## src/rbs_pkg.sv

```systemverilog
// package for the reset and boot select block
package rbs_pkg;
    localparam int RBS_RELEASE_CYCLES = 32;
    localparam int RBS_CNT_W          = 16;
    localparam int RBS_POR_CYCLES     = 4;
    localparam logic RBS_PIN_TIED     = 1'b0;

    typedef struct packed {
        logic resetPin;
        logic bootSelect;
        logic extMemory;
    } rbs_pullup_type;

    typedef enum logic [1:0] {
        RBS_BOOT_INTERNAL = 2'h0,
        RBS_BOOT_EXTERNAL = 2'h1
    } rbs_boot_type;

    typedef struct packed {
        rbs_boot_type mode;
        logic         flashSecure;
        logic         extMemory;
    } rbs_bootcfg_type;
endpackage : rbs_pkg

```

## src/rbs_reset_boot.sv

```systemverilog
// chip reset sequencer and boot mode capture
// Notes on behaviour
// - external low reset holds device in reset
// - release synchronous, after fixed clock count
// - power-on reset asserts independent of pin
// - reset-pin disable bit turns pull-up off
// - reset output mirrors internal chip reset
// - boot select pin is tied off; never boots off-chip
// - secure flash forbids off-chip boot
// - internal boot always; select input is tied off, so no input decides
// - boot and memory inputs always read zero
`timescale 1ns/1ns
module rbs_reset_boot
    import rbs_pkg::*;
#(
    parameter int RELEASE_CYCLES = RBS_RELEASE_CYCLES
) (
    input  wire logic                clk,
    input  wire logic                rst_b,
    input  wire logic                resetPin_b,
    input  wire logic                porActive,
    input  wire logic                flashSecure,
    input  wire logic                offchip_boot_select,
    input  wire logic                ext_memory_mode_pin,
    input  wire rbs_pkg::rbs_pullup_type pullup_disable_register,
    output logic                     chipReset_b,
    output logic                     reset_state_output_b,
    output rbs_pkg::rbs_bootcfg_type bootCfg,
    output rbs_pkg::rbs_pullup_type  pullupEnable
);
    import rbs_pkg::*;

    typedef enum logic [1:0] {ST_POR, ST_HOLD, ST_COUNT, ST_RUN} rbs_state_type;

    localparam logic [RBS_CNT_W-1:0] RELEASE_LAST = RBS_CNT_W'(RELEASE_CYCLES - 1);
    localparam logic [RBS_CNT_W-1:0] POR_LAST     = RBS_CNT_W'(RBS_POR_CYCLES - 1);

    rbs_state_type         state_r, state_nxt;
    logic [RBS_CNT_W-1:0]  cnt_r, cnt_nxt;
    logic                  chipReset_r, chipReset_nxt;
    logic                  reset_state_output_r, reset_state_output_nxt;
    rbs_bootcfg_type       boot_r, boot_nxt;
    rbs_pullup_type        pu_r, pu_nxt;
    logic                  pinLevel;
    logic                  porSync;
    logic                  anyReset;
    logic                  bootSel;
    logic                  memMode;

    // pin reaches logic through filter; a stuck-low pin keeps device reset
    rbs_sync3 #(.RESET_VAL(1'b0)) u_pin_sync (
        .clk   (clk),
        .rst_b (rst_b),
        .din   (resetPin_b),
        .dout  (pinLevel)
    );

    rbs_sync3 #(.RESET_VAL(1'b1)) u_por_sync (
        .clk   (clk),
        .rst_b (rst_b),
        .din   (porActive),
        .dout  (porSync)
    );

    // package ties both strap inputs low; pin ports are ignored on purpose
    assign bootSel  = RBS_PIN_TIED & offchip_boot_select;
    assign memMode  = RBS_PIN_TIED & ext_memory_mode_pin;
    assign anyReset = !pinLevel || porSync;

    always_comb begin
        state_nxt     = state_r;
        cnt_nxt       = cnt_r;
        chipReset_nxt = chipReset_r;
        boot_nxt      = boot_r;
        unique case (state_r)
            ST_POR: begin
                // power-on reset runs its own count, pin not needed
                chipReset_nxt = 1'b0;
                if (cnt_r == POR_LAST) begin
                    state_nxt = ST_HOLD;
                    cnt_nxt   = '0;
                end else begin
                    cnt_nxt = cnt_r + 1'b1;
                end
            end
            ST_HOLD: begin
                chipReset_nxt = 1'b0;
                cnt_nxt       = '0;
                if (!anyReset) begin
                    state_nxt = ST_COUNT;
                end
            end
            ST_COUNT: begin
                if (anyReset) begin
                    state_nxt = ST_HOLD;
                    cnt_nxt   = '0;
                end else if (cnt_r == RELEASE_LAST) begin
                    state_nxt     = ST_RUN;
                    chipReset_nxt = 1'b1;
                    // boot mode latched only at release; secure flash forces internal
                    boot_nxt.flashSecure = flashSecure;
                    boot_nxt.extMemory   = memMode;
                    boot_nxt.mode = (bootSel && !flashSecure) ? RBS_BOOT_EXTERNAL
                                                              : RBS_BOOT_INTERNAL;
                end else begin
                    cnt_nxt = cnt_r + 1'b1;
                end
            end
            ST_RUN: begin
                if (anyReset) begin
                    state_nxt     = ST_HOLD;
                    chipReset_nxt = 1'b0;
                    cnt_nxt       = '0;
                end
            end
        endcase
        reset_state_output_nxt = chipReset_nxt;
        pu_nxt.resetPin   = !pullup_disable_register.resetPin;
        pu_nxt.bootSelect = !pullup_disable_register.bootSelect;
        pu_nxt.extMemory  = !pullup_disable_register.extMemory;
    end

    always_ff @(posedge clk or negedge rst_b) begin
        if (!rst_b) begin
            state_r     <= ST_POR;
            cnt_r       <= '0;
            chipReset_r <= 1'b0;
            reset_state_output_r      <= 1'b0;
            boot_r      <= '{mode: RBS_BOOT_INTERNAL, flashSecure: 1'b0, extMemory: 1'b0};
            pu_r        <= '1;
        end else begin
            state_r     <= state_nxt;
            cnt_r       <= cnt_nxt;
            chipReset_r <= chipReset_nxt;
            reset_state_output_r      <= reset_state_output_nxt;
            boot_r      <= boot_nxt;
            pu_r        <= pu_nxt;
        end
    end

    assign chipReset_b          = chipReset_r;
    assign reset_state_output_b = reset_state_output_r;
    assign bootCfg              = boot_r;
    assign pullupEnable         = pu_r;
endmodule : rbs_reset_boot

```

## src/rbs_sync3.sv

```systemverilog
// three-stage synchroniser with agreement filter
`timescale 1ns/1ns
module rbs_sync3 #(
    parameter logic RESET_VAL = 1'b0
) (
    input  wire logic clk,
    input  wire logic rst_b,
    input  wire logic din,
    output logic      dout
);
    logic [2:0] stage_r;
    logic [2:0] stage_nxt;
    logic       out_r;
    logic       out_nxt;

    always_comb begin
        stage_nxt = {stage_r[1:0], din};
        out_nxt   = (stage_r[1] == stage_r[2]) ? stage_r[2] : out_r;
    end

    always_ff @(posedge clk or negedge rst_b) begin
        if (!rst_b) begin
            stage_r <= {3{RESET_VAL}};
            out_r   <= RESET_VAL;
        end else begin
            stage_r <= stage_nxt;
            out_r   <= out_nxt;
        end
    end

    assign dout = out_r;
endmodule : rbs_sync3

```

## config.mk

```make
export PLATFORM = sky130hd
export DESIGN_NAME = rbs_reset_boot
export DESIGN_NICKNAME = d
export VERILOG_FILES = /design/src/rbs_pkg.sv /design/src/rbs_reset_boot.sv /design/src/rbs_sync3.sv
export SDC_FILE = /design/constraint.sdc
export NUM_CORES = 1
export LEC_CHECK = 0
export BUFFER_PORTS_ARGS = -buffer_cell sky130_fd_sc_hd__buf_2
export CAP_MARGIN = 20
export CORE_AREA = 2 2 67 69
export DETAILED_ROUTE_END_ITERATION = 8
export DIE_AREA = 0 0 69 71
export PLACE_DENSITY_LB_ADDON = 0.15
export SETUP_SLACK_MARGIN = 0.05
export SLEW_MARGIN = 25
export SYNTH_ARGS = -nofsm -noshare
export SYNTH_HDL_FRONTEND = slang
export SYNTH_SLANG_ARGS = --single-unit
```

## constraint.sdc

```tcl
create_clock -name clk -period 5.9 [get_ports clk]
set_input_delay 0.59 -clock clk [delete_from_list [all_inputs] [get_ports clk]]
set_output_delay 0.59 -clock clk [all_outputs]
set_load 0.1 [all_outputs]
```

# --- After elaboration in Yosys (flattened, before gate mapping) ---
# Index checks and enable logic that the tools add are counted.
# W data, S select, Z words.
op_classes:
  add_sub_neg: 1
  n_eq_ne: 14
  mux: 15
  bitwise: 1
  reduce_logical: 11
op_table:
  columns: ["op", "n"]
  rows:
  - ["$mux W16", 4]
  - ["$pmux W16 S4", 1]
  - ["$add A16 B1 Y16 const B", 1]
  - ["$eq A16 B2 Y1 const B", 1]
  - ["$eq A16 B5 Y1 const B", 1]
  - ["$mux W2", 5]
  - ["$ne A2 B2 Y1 const B", 5]
  - ["$pmux W2 S4", 1]
  - ["$ne A3 B3 Y1 const B", 2]
  - ["$reduce_and A3 Y1", 2]
  - ["$eq A2 B2 Y1 const B", 2]
  - ["$logic_not A1 Y1", 4]
  - ["$reduce_and A4 Y1", 1]
  - ["$mux W1", 3]
  - ["$pmux W1 S3", 1]
  - ["$eq A1 B1 Y1", 2]
  - ["$eq A2 B1 Y1 const B", 1]
  - ["$logic_not A2 Y1", 1]
  - ["$reduce_and A2 Y1", 1]
  - ["$reduce_or A2 Y1", 1]
  - ["$logic_or A1 B1 Y1", 1]
  - ["$not A1 Y1", 1]
word_totals:
  reg_bits: 31
  inputBits: 10
  out_inout_bits: 9
  elab_cells: 53

# --- Logic depth before layout (Yosys ltp) ---
# Gate-level depths: netlist (run 1).
depth:
  word_depth: 4
  mapped_depth: 8
  depth_no_buf: 7

# --- Modules after synthesis ---
# A second synthesis (run 1) with hierarchy kept.
hier_totals:
  cells_unflattened: 165
  hier_area_um2: 1630.3
modules_own_cells:
  columns: ["module", "n_inst", "cells_each", "area_each_um2", "seq_area_each_um2"]
  rows:
  - ["rbs_reset_boot", 1, 155, 1402.6, 579.3]
  - ["rbs_sync3 (u_por_sync)", 1, 5, 116.4, 105.1]
  - ["rbs_sync3 (u_pin_sync)", 1, 5, 111.4, 100.1]

# --- Least setup slack after synthesis (run 1) ---
# No wires, ideal clock.
synth_path:
  path_type: "reg-to-output"
  startpoint: "register reset_state_output_r (netlist: reset_state_output_b)"
  endpoint: "output reset_state_output_b"
  arrival_time_ns: 1.357
  required_ns: 5.310
  setup_slack_ns: 3.953
  stages_incl_launch_ff: 2
  path_buffers: 1
  path_cell_list: "dfrtp_1 > buf_4"
synth_lines:
  columns: ["element", "line", "text"]
  rows:
  - ["start: declaration", "rbs_reset_boot.sv:41", "logic reset_state_output_r, reset_state_output_nxt;"]
  - ["start signal: assignment", "rbs_reset_boot.sv:135", "reset_state_output_r <= reset_state_output_nxt;"]
  - ["end: declaration", "rbs_reset_boot.sv:27", "output logic reset_state_output_b,"]
# No word-level cell between the ends.

# --- Final worst setup path (run 1) ---
layout_path:
  startpoint: "register state_r[0]"
  endpoint: "register cnt_r[10]"
layout_via:
  elab_chain_cells: 3
  elab_cells_between_ends: 8
  classes_between: "eq/ne (5); mux (1); reduce/logical (2)"
layout_lines:
  columns: ["element", "line", "text"]
  rows:
  - ["start: declaration", "rbs_reset_boot.sv:38", "rbs_state_type state_r, state_nxt;"]
  - ["start signal: assignment", "rbs_reset_boot.sv:132", "state_r <= state_nxt;"]
  - ["$eq A2 B2 Y1", "rbs_reset_boot.sv:75", "unique case (state_r)"]
  - ["$ne A3 B3 Y1 (no source line) / $ne A2 B2 Y1 (equally long branches)", null, null]
  - ["$reduce_and A2 Y1 (no source line)", null, null]
  - ["end signal: assignment", "rbs_reset_boot.sv:133", "cnt_r <= cnt_nxt;"]
  - ["end: declaration", "rbs_reset_boot.sv:39", "logic [RBS_CNT_W-1:0] cnt_r, cnt_nxt;"]
# Several ways; a longest one is shown, not always the timed one.
# A chain may end at the register's enable or synchronous reset.

==> flow_summary.yaml, run 1 <==
timing:
  max_freq_mhz: 443
  max_slew.worst_pin.slew_ns: 0.696
  slew_headroom_pct: 53.5
  ratio_of_final_minimum_period_to_clock_period_pct: 38.2
  finalMaxSlewViolations: 0
  period_needed_ns: 2.26
  finalSetupViolations: 0
  final-hold-violation-count: 0
  timing.setup.tns_ns: 0
  worst_clock_skew_ns: 0.00914
  grt_setup_unrepaired: "no"
floorplanning:
  die_width_microns: 69
  fp.dieH_microns: 71
  area_of_the_placeable_core_sq_um: 4200
  number_of_placed_i_o_pins: 19
  die_area_sq_um: 4900
  core.rowCount: 24
  start_util_pct: 38.3
routing:
  routed_wire_length_per_instance_microns: 14.4
  dr_total_vias: 1204
  ant_nets: 0
  pre_antenna_drt_iters: 5
  routed_wirelength_mm: 3.18
  route.detailed.drc: 0
  detail_route.vias_per_cell: 5.45
  drt_iter0_markers: 74
power_and_ir_drop:
  pwr_density_cell_nw_per_um2: 352
  ir_drop_mv: 0.166
  leakage_power_total_nw: 0.803
flow_run:
  number_of_max_cap_violations: 0
critical_path:
  timing.critical_path.required_ns: 6.08
  timing.critical_path.from_type: "flop"
  critPathKind: "flop to flop"
  worst-endpoint-arrival_ns: 2.44
  timing.critical_path.fanout_max: 14
  worstSetupEndpointType: "flop"
clock_network:
  post_cts_setup_buffers: 0
  clock_latency_ns: 0.28
  clkTransAtPathRegs_ns: 0.08
  max-clock-path-buffers: 2
  cts.hold.buffers_added: 0
  cts_bufs_inserted: 5
  cts-root-buf: "sky130_fd_sc_hd__clkbuf_8"
  cts_tree: "built"
  post_cts_resized: 0
  cts_htree_levels: 2
  clkSinkCount: 31
grt:
  gr-usage-all-layers_pct: 14.0
  antenna_found_initial: 0
  grt_first_pass_wirelength_mm: 5.53
  grt_start_max_net_pins: 32
  global_route.overflow_total: 0
  via_count_of_the_first_global_routing_pass: 1181
hold_path:
  hold_path.class: "primary input to asynchronous set/reset pin"
cells_and_area:
  layout_common_cells: "24 x sky130_fd_sc_hd__dfrtp_1, 13 x sky130_fd_sc_hd__buf_2, 11 x sky130_fd_sc_hd__o31ai_1, 11 x sky130_fd_sc_hd__nand2_1"
  fraction_of_final_layout_cells_sized_beyond_drive_strength_1_pct: 21.3
  finalCoreUtilization_pct: 42.8
  final_common_cell: "sky130_fd_sc_hd__dfrtp_1"
  flow.area_growth_from_synthesis_pct: 11.8
  design.final.nets: 185
  antenna-diode-count: 0
  fillerInstances: 412
yosys:
  syn_inst_count: 154
  synth-seq-area-share_pct: 48.8
  synth-main-ff-cell: "sky130_fd_sc_hd__dfrtp_1"
  syn-mean-instance-area_sq_um: 10.4
  synth_async_sr_flop_share_pct: 100
  synthDistinctLibCells: 42
  synth.cell_area_sq_um: 1610
  yosys_register_bits: 31
  synth-edff-count: 0
  ys_warn_count: 0
placement:
  place.port_buffers: 13
  dp_hpwl_mm: 2.16
  globalplace.congestion: 0.808
outcome:
  run_status: "complete, no violations"
-- per-layer routing --
metal  global-route usage (%)  vias up  part of all wire, %
met3                     4.42        4                  4.4
met1                     18.8      572                   50
met2                     21.6       33                   44
met5                        0        -                    0
li1                         -      595                    -
met4                     4.58        0                 0.98
-- sequential cells by signal, indices dropped and copies added (netlist names) --
name,flops
bootCfg,1
cnt_r,16
pullupEnable,3
reset_state_output_b,1
state_r,2
u_pin_sync.dout,1
u_pin_sync.stage_r,3
u_por_sync.dout,1
u_por_sync.stage_r,3
-- logic make-up after synthesis --
family / count (synthesis) / synth area share [%]
simple gates: 58 / 22.0
compound gates: 36 / 15.2
flops: 31 / 48.8
buf+inv: 17 / 5.83
fa+ha+maj: 9 / 6.69
mux: 2 / 1.32
other cells: 1 / 0.233
-- cells in the mapped netlist, types with 3 or more instances --
| cell | count | area, sq um |
|---|---|---|
| sky130_fd_sc_hd__ha_1 | 7 | 87.6 |
| sky130_fd_sc_hd__o21ai_1 | 3 | 15.0 |
| sky130_fd_sc_hd__nor3_1 | 4 | 20.0 |
| sky130_fd_sc_hd__inv_1 | 9 | 33.8 |
| sky130_fd_sc_hd__dfstp_2 | 7 | 184 |
| sky130_fd_sc_hd__o21ai_0 | 5 | 25.0 |
| sky130_fd_sc_hd__buf_4 | 4 | 30.0 |
| sky130_fd_sc_hd__a31oi_1 | 8 | 50.1 |
| sky130_fd_sc_hd__nand4_1 | 4 | 25.0 |
| sky130_fd_sc_hd__nor2_1 | 4 | 15.0 |
| sky130_fd_sc_hd__nand3_1 | 6 | 30.0 |
| sky130_fd_sc_hd__and3_1 | 9 | 56.3 |
| sky130_fd_sc_hd__nand2_1 | 11 | 41.3 |
| sky130_fd_sc_hd__dfrtp_1 | 24 | 601 |
| sky130_fd_sc_hd__o31ai_1 | 11 | 82.6 |
-- report_power, final --
group	leakage, nW	internal [W]	switching (W)	total [W]
combinational	0.350	0.0000565	0.000117	0.000173
sequential	0.395	0.000232	0.0000167	0.000249
clock	0.0581	0.000126	0.0000855	0.000211
total	0.803	0.000414	0.000219	0.000633
-- stage by stage --
stage / hold WS, ns / setup slack, ns / cell area (sq um) / total power (W) / cells
detailed placement: 0.336 / 3.63 / 1690 / 0.000426 / 213
CTS: 0.352 / 3.64 / 1800 / 0.000640 / 221
global placement: 0.331 / 3.66 / 1690 / 0.000424 / 213
finish: 0.331 / 3.64 / 1800 / 0.000633 / 221
global route: 0.365 / 3.40 / 1800 / 0.000673 / 221
floorplan: 0.294 / 3.95 / 1620 / 0.000401 / 156
-- critical path, cell delays in order, from the launching register on --
cell and delay, ns:
sky130_fd_sc_hd__dfrtp_1 0.42, sky130_fd_sc_hd__inv_1 0.13, sky130_fd_sc_hd__ha_1 0.23, sky130_fd_sc_hd__and3b_1 0.23
sky130_fd_sc_hd__nor2_1 0.13, sky130_fd_sc_hd__nor2_2 0.48, sky130_fd_sc_hd__nand2b_4 0.23, sky130_fd_sc_hd__o31ai_1 0.29
-- final timing paths --
kind	from	to	slack, ns	depth (start not counted)
worst min register to register	u_pin_sync.stage_r[0]	u_pin_sync.stage_r[1]	0.35	0
worst min-delay path	rst_b	state_r[0]	0.33	1
max in group asynchronous	rst_b	cnt_r[2]	5.10	1
min in group clk	u_pin_sync.stage_r[0]	u_pin_sync.stage_r[1]	0.35	0
worst max register to register	state_r[0]	cnt_r[10]	3.64	7
worst max-delay path	state_r[0]	cnt_r[10]	3.64	7
-- cell type report --
class / count / area, sq um / share of cell area (%)
clock inverters: 3 / 43.8 / 2.43
multi-input cells: 108 / 738 / 41.0
clock buffers: 5 / 68.8 / 3.82
flip-flops and latches: 31 / 785 / 43.6
well taps: 52 / 65.1 / 3.62
repair buffers: 13 / 65.1 / 3.62
inverters: 9 / 33.8 / 1.88
No activity file was read; power rests on OpenSTA's default activity.
==> run 2, diff against run 1 <==
==> constraint.sdc (replaced) <==
create_clock -name clk -period 2.2 [get_ports clk]
set_input_delay 0.22 -clock clk [delete_from_list [all_inputs] [get_ports clk]]
set_output_delay 0.22 -clock clk [all_outputs]
set_load 0.1 [all_outputs]
==> flow_summary.yaml, run 2 (synthesized netlist as in run 1, its figures left out) <==
routing:
  routed_wirelength_mm: 3.35
  routed_wire_length_per_instance_microns: 14.9
  drt_iter0_markers: 42
  dr_total_vias: 1254
  route.detailed.drc: 0
  ant_nets: 0
  pre_antenna_drt_iters: 4
  detail_route.vias_per_cell: 5.57
clock_network:
  cts.hold.buffers_added: 0
  cts_tree: "built"
  cts-root-buf: "sky130_fd_sc_hd__clkbuf_8"
  cts_htree_levels: 2
  cts_bufs_inserted: 5
  clkTransAtPathRegs_ns: 0.07
  clkSinkCount: 31
  clock_latency_ns: 0.28
  max-clock-path-buffers: 2
floorplanning:
  area_of_the_placeable_core_sq_um: 4200
  die_width_microns: 69
  start_util_pct: 38.3
  fp.dieH_microns: 71
  number_of_placed_i_o_pins: 19
  core.rowCount: 24
  die_area_sq_um: 4900
critical_path:
  cp_cell_sequence: "ha_1, and4_4, and4_4, a21o_4, nand2b_4, o31ai_1"
  most_prevalent_standard_cell_on_the_critical_path: "sky130_fd_sc_hd__and4_4"
  crit_slowest_cell: "sky130_fd_sc_hd__dfrtp_1"
  timing.critical_path.required_ns: 2.39
  timing.critical_path.from_type: "flop"
  critical-path-max-stage-delay_ns: 0.42
  timing.critical_path.fanout_max: 14
  worst-endpoint-arrival_ns: 2.16
  worstSetupEndpointType: "flop"
  critPathKind: "flop to flop"
cells_and_area:
  flow.area_growth_from_synthesis_pct: 14.5
  design.final.nets: 189
  post-route-cell-area_sq_um: 1840
  top_register: "cnt_r"
  fraction_of_final_layout_cells_sized_beyond_drive_strength_1_pct: 24.3
  seqCellArea_sq_um: 785
  fillerInstances: 418
  multi_input_area_sq_um: 751
  final_common_cell: "sky130_fd_sc_hd__dfrtp_1"
  layout_common_cells: "24 x sky130_fd_sc_hd__dfrtp_1, 13 x sky130_fd_sc_hd__buf_2, 11 x sky130_fd_sc_hd__o31ai_1, 11 x sky130_fd_sc_hd__nand2_1"
  max_reg_flops: 16
  antenna-diode-count: 0
outcome:
  run_status: "complete, but fails checks"
  violations: "hold timing"
timing:
  grt_setup_unrepaired: "no"
  finalSetupViolations: 0
  timing.setup.tns_ns: 0
  max_freq_mhz: 508
  final-hold-violation-count: 24
  period_needed_ns: 1.97
  finalMaxSlewViolations: 0
  worst_clock_skew_ns: 0.00722
  fin_worst_hold_slack_ns: -0.0247
  max_slew.worst_pin.slew_ns: 0.704
  slew_headroom_pct: 53.1
  ratio_of_final_minimum_period_to_clock_period_pct: 89.5
grt:
  gr-usage-all-layers_pct: 14.9
  via_count_of_the_first_global_routing_pass: 1228
  grt_first_pass_wirelength_mm: 5.75
  grt_start_max_net_pins: 32
  antenna_found_initial: 0
  global_route.overflow_total: 0
power_and_ir_drop:
  leakage_power_total_nw: 0.828
  ir_drop_mv: 0.467
  pwr_density_cell_nw_per_um2: 948
placement:
  postPlaceCellArea_sq_um: 1720
  dp_hpwl_mm: 2.26
  globalplace.congestion: 0.818
  place.port_buffers: 13
hold_path:
  hold_path.class: "primary input to asynchronous set/reset pin"
flow_run:
  number_of_max_cap_violations: 0
run 2: changes by cell type in the layout (fill, tap and decap cells not counted):
cell                      change
sky130_fd_sc_hd__nor4b_2      +2
sky130_fd_sc_hd__nor4b_1      -2
sky130_fd_sc_hd__buf_4        +4
run 2: final timing paths:
kind | cells past startpoint | to | start | slack (ns)
setup / recovery | 6 | cnt_r[11] | cnt_r[0] | 0.23
hold / removal | 1 | state_r[1] | rst_b | -0.02
setup reg to reg | 6 | cnt_r[11] | cnt_r[0] | 0.23
hold reg to reg | 0 | u_pin_sync.stage_r[1] | u_pin_sync.stage_r[0] | 0.35
max in group asynchronous | 1 | cnt_r[2] | rst_b | 1.77
min in group clk | 1 | u_por_sync.stage_r[0] | porActive | 0.03
run 2: layout make-up:
| cell class | count | share of cell area [%] |
|---|---|---|
| Clock buffer | 5 | 3.74 |
| Timing Repair Buffer | 17 | 5.16 |
| Multi-Input combinational cell | 108 | 40.8 |
| Tap cell | 52 | 3.53 |
| Sequential cell | 31 | 42.6 |
| Inverter | 9 | 1.83 |
| Clock inverter | 3 | 2.38 |
run 2: per-stage QoR:
step,total power (W),hold slack (ns),setup WS [ns],util (%),std cells
after floorplan,0.00108,-0.0756,0.365,-,156
final,0.00175,-0.0247,0.231,43.8,225
after CTS,0.00176,0.00896,0.116,43.5,225
after global placement,0.00117,0.300,0.180,40.8,217
after global routing,0.00186,0.00723,0.0928,43.8,225
after detailed placement,0.00118,0.319,0.155,40.8,217
run 2: where the power goes:
group / leakage (nW) / total (W) / switching [W] / internal (W)
combinational: 0.375 / 0.000515 / 0.000328 / 0.000187
sequential: 0.395 / 0.000668 / 0.0000456 / 0.000622
clock: 0.0581 / 0.000564 / 0.000227 / 0.000337
total: 0.828 / 0.00175 / 0.000601 / 0.00115
run 2: repair_timing:
action,in CTS,in global routing
setup endpoints to repair,0,7
setup buffers,0,0
resized for setup,0,2
run 2: layer usage:
| metal | vias to the layer above | GRT usage [%] | routed length, microns |
|---|---|---|---|
| met2 | 38 | 24.8 | 1550 |
| met1 | 607 | 18.1 | 1510 |
| met5 | - | 0 | 0 |
| met4 | 0 | 5.88 | 74 |
| met3 | 7 | 4.42 | 211 |
| li1 | 602 | - | - |
run 2: critical path, delay by kind of cell, from the launching register on:
| family | cells | cell delay, ns |
|---|---|---|
| DFF | 1 | 0.42 |
| and+or+nand+nor | 3 | 0.66 |
| AOI/OAI and AO/OA | 2 | 0.53 |
| adders and majority gates | 1 | 0.27 |
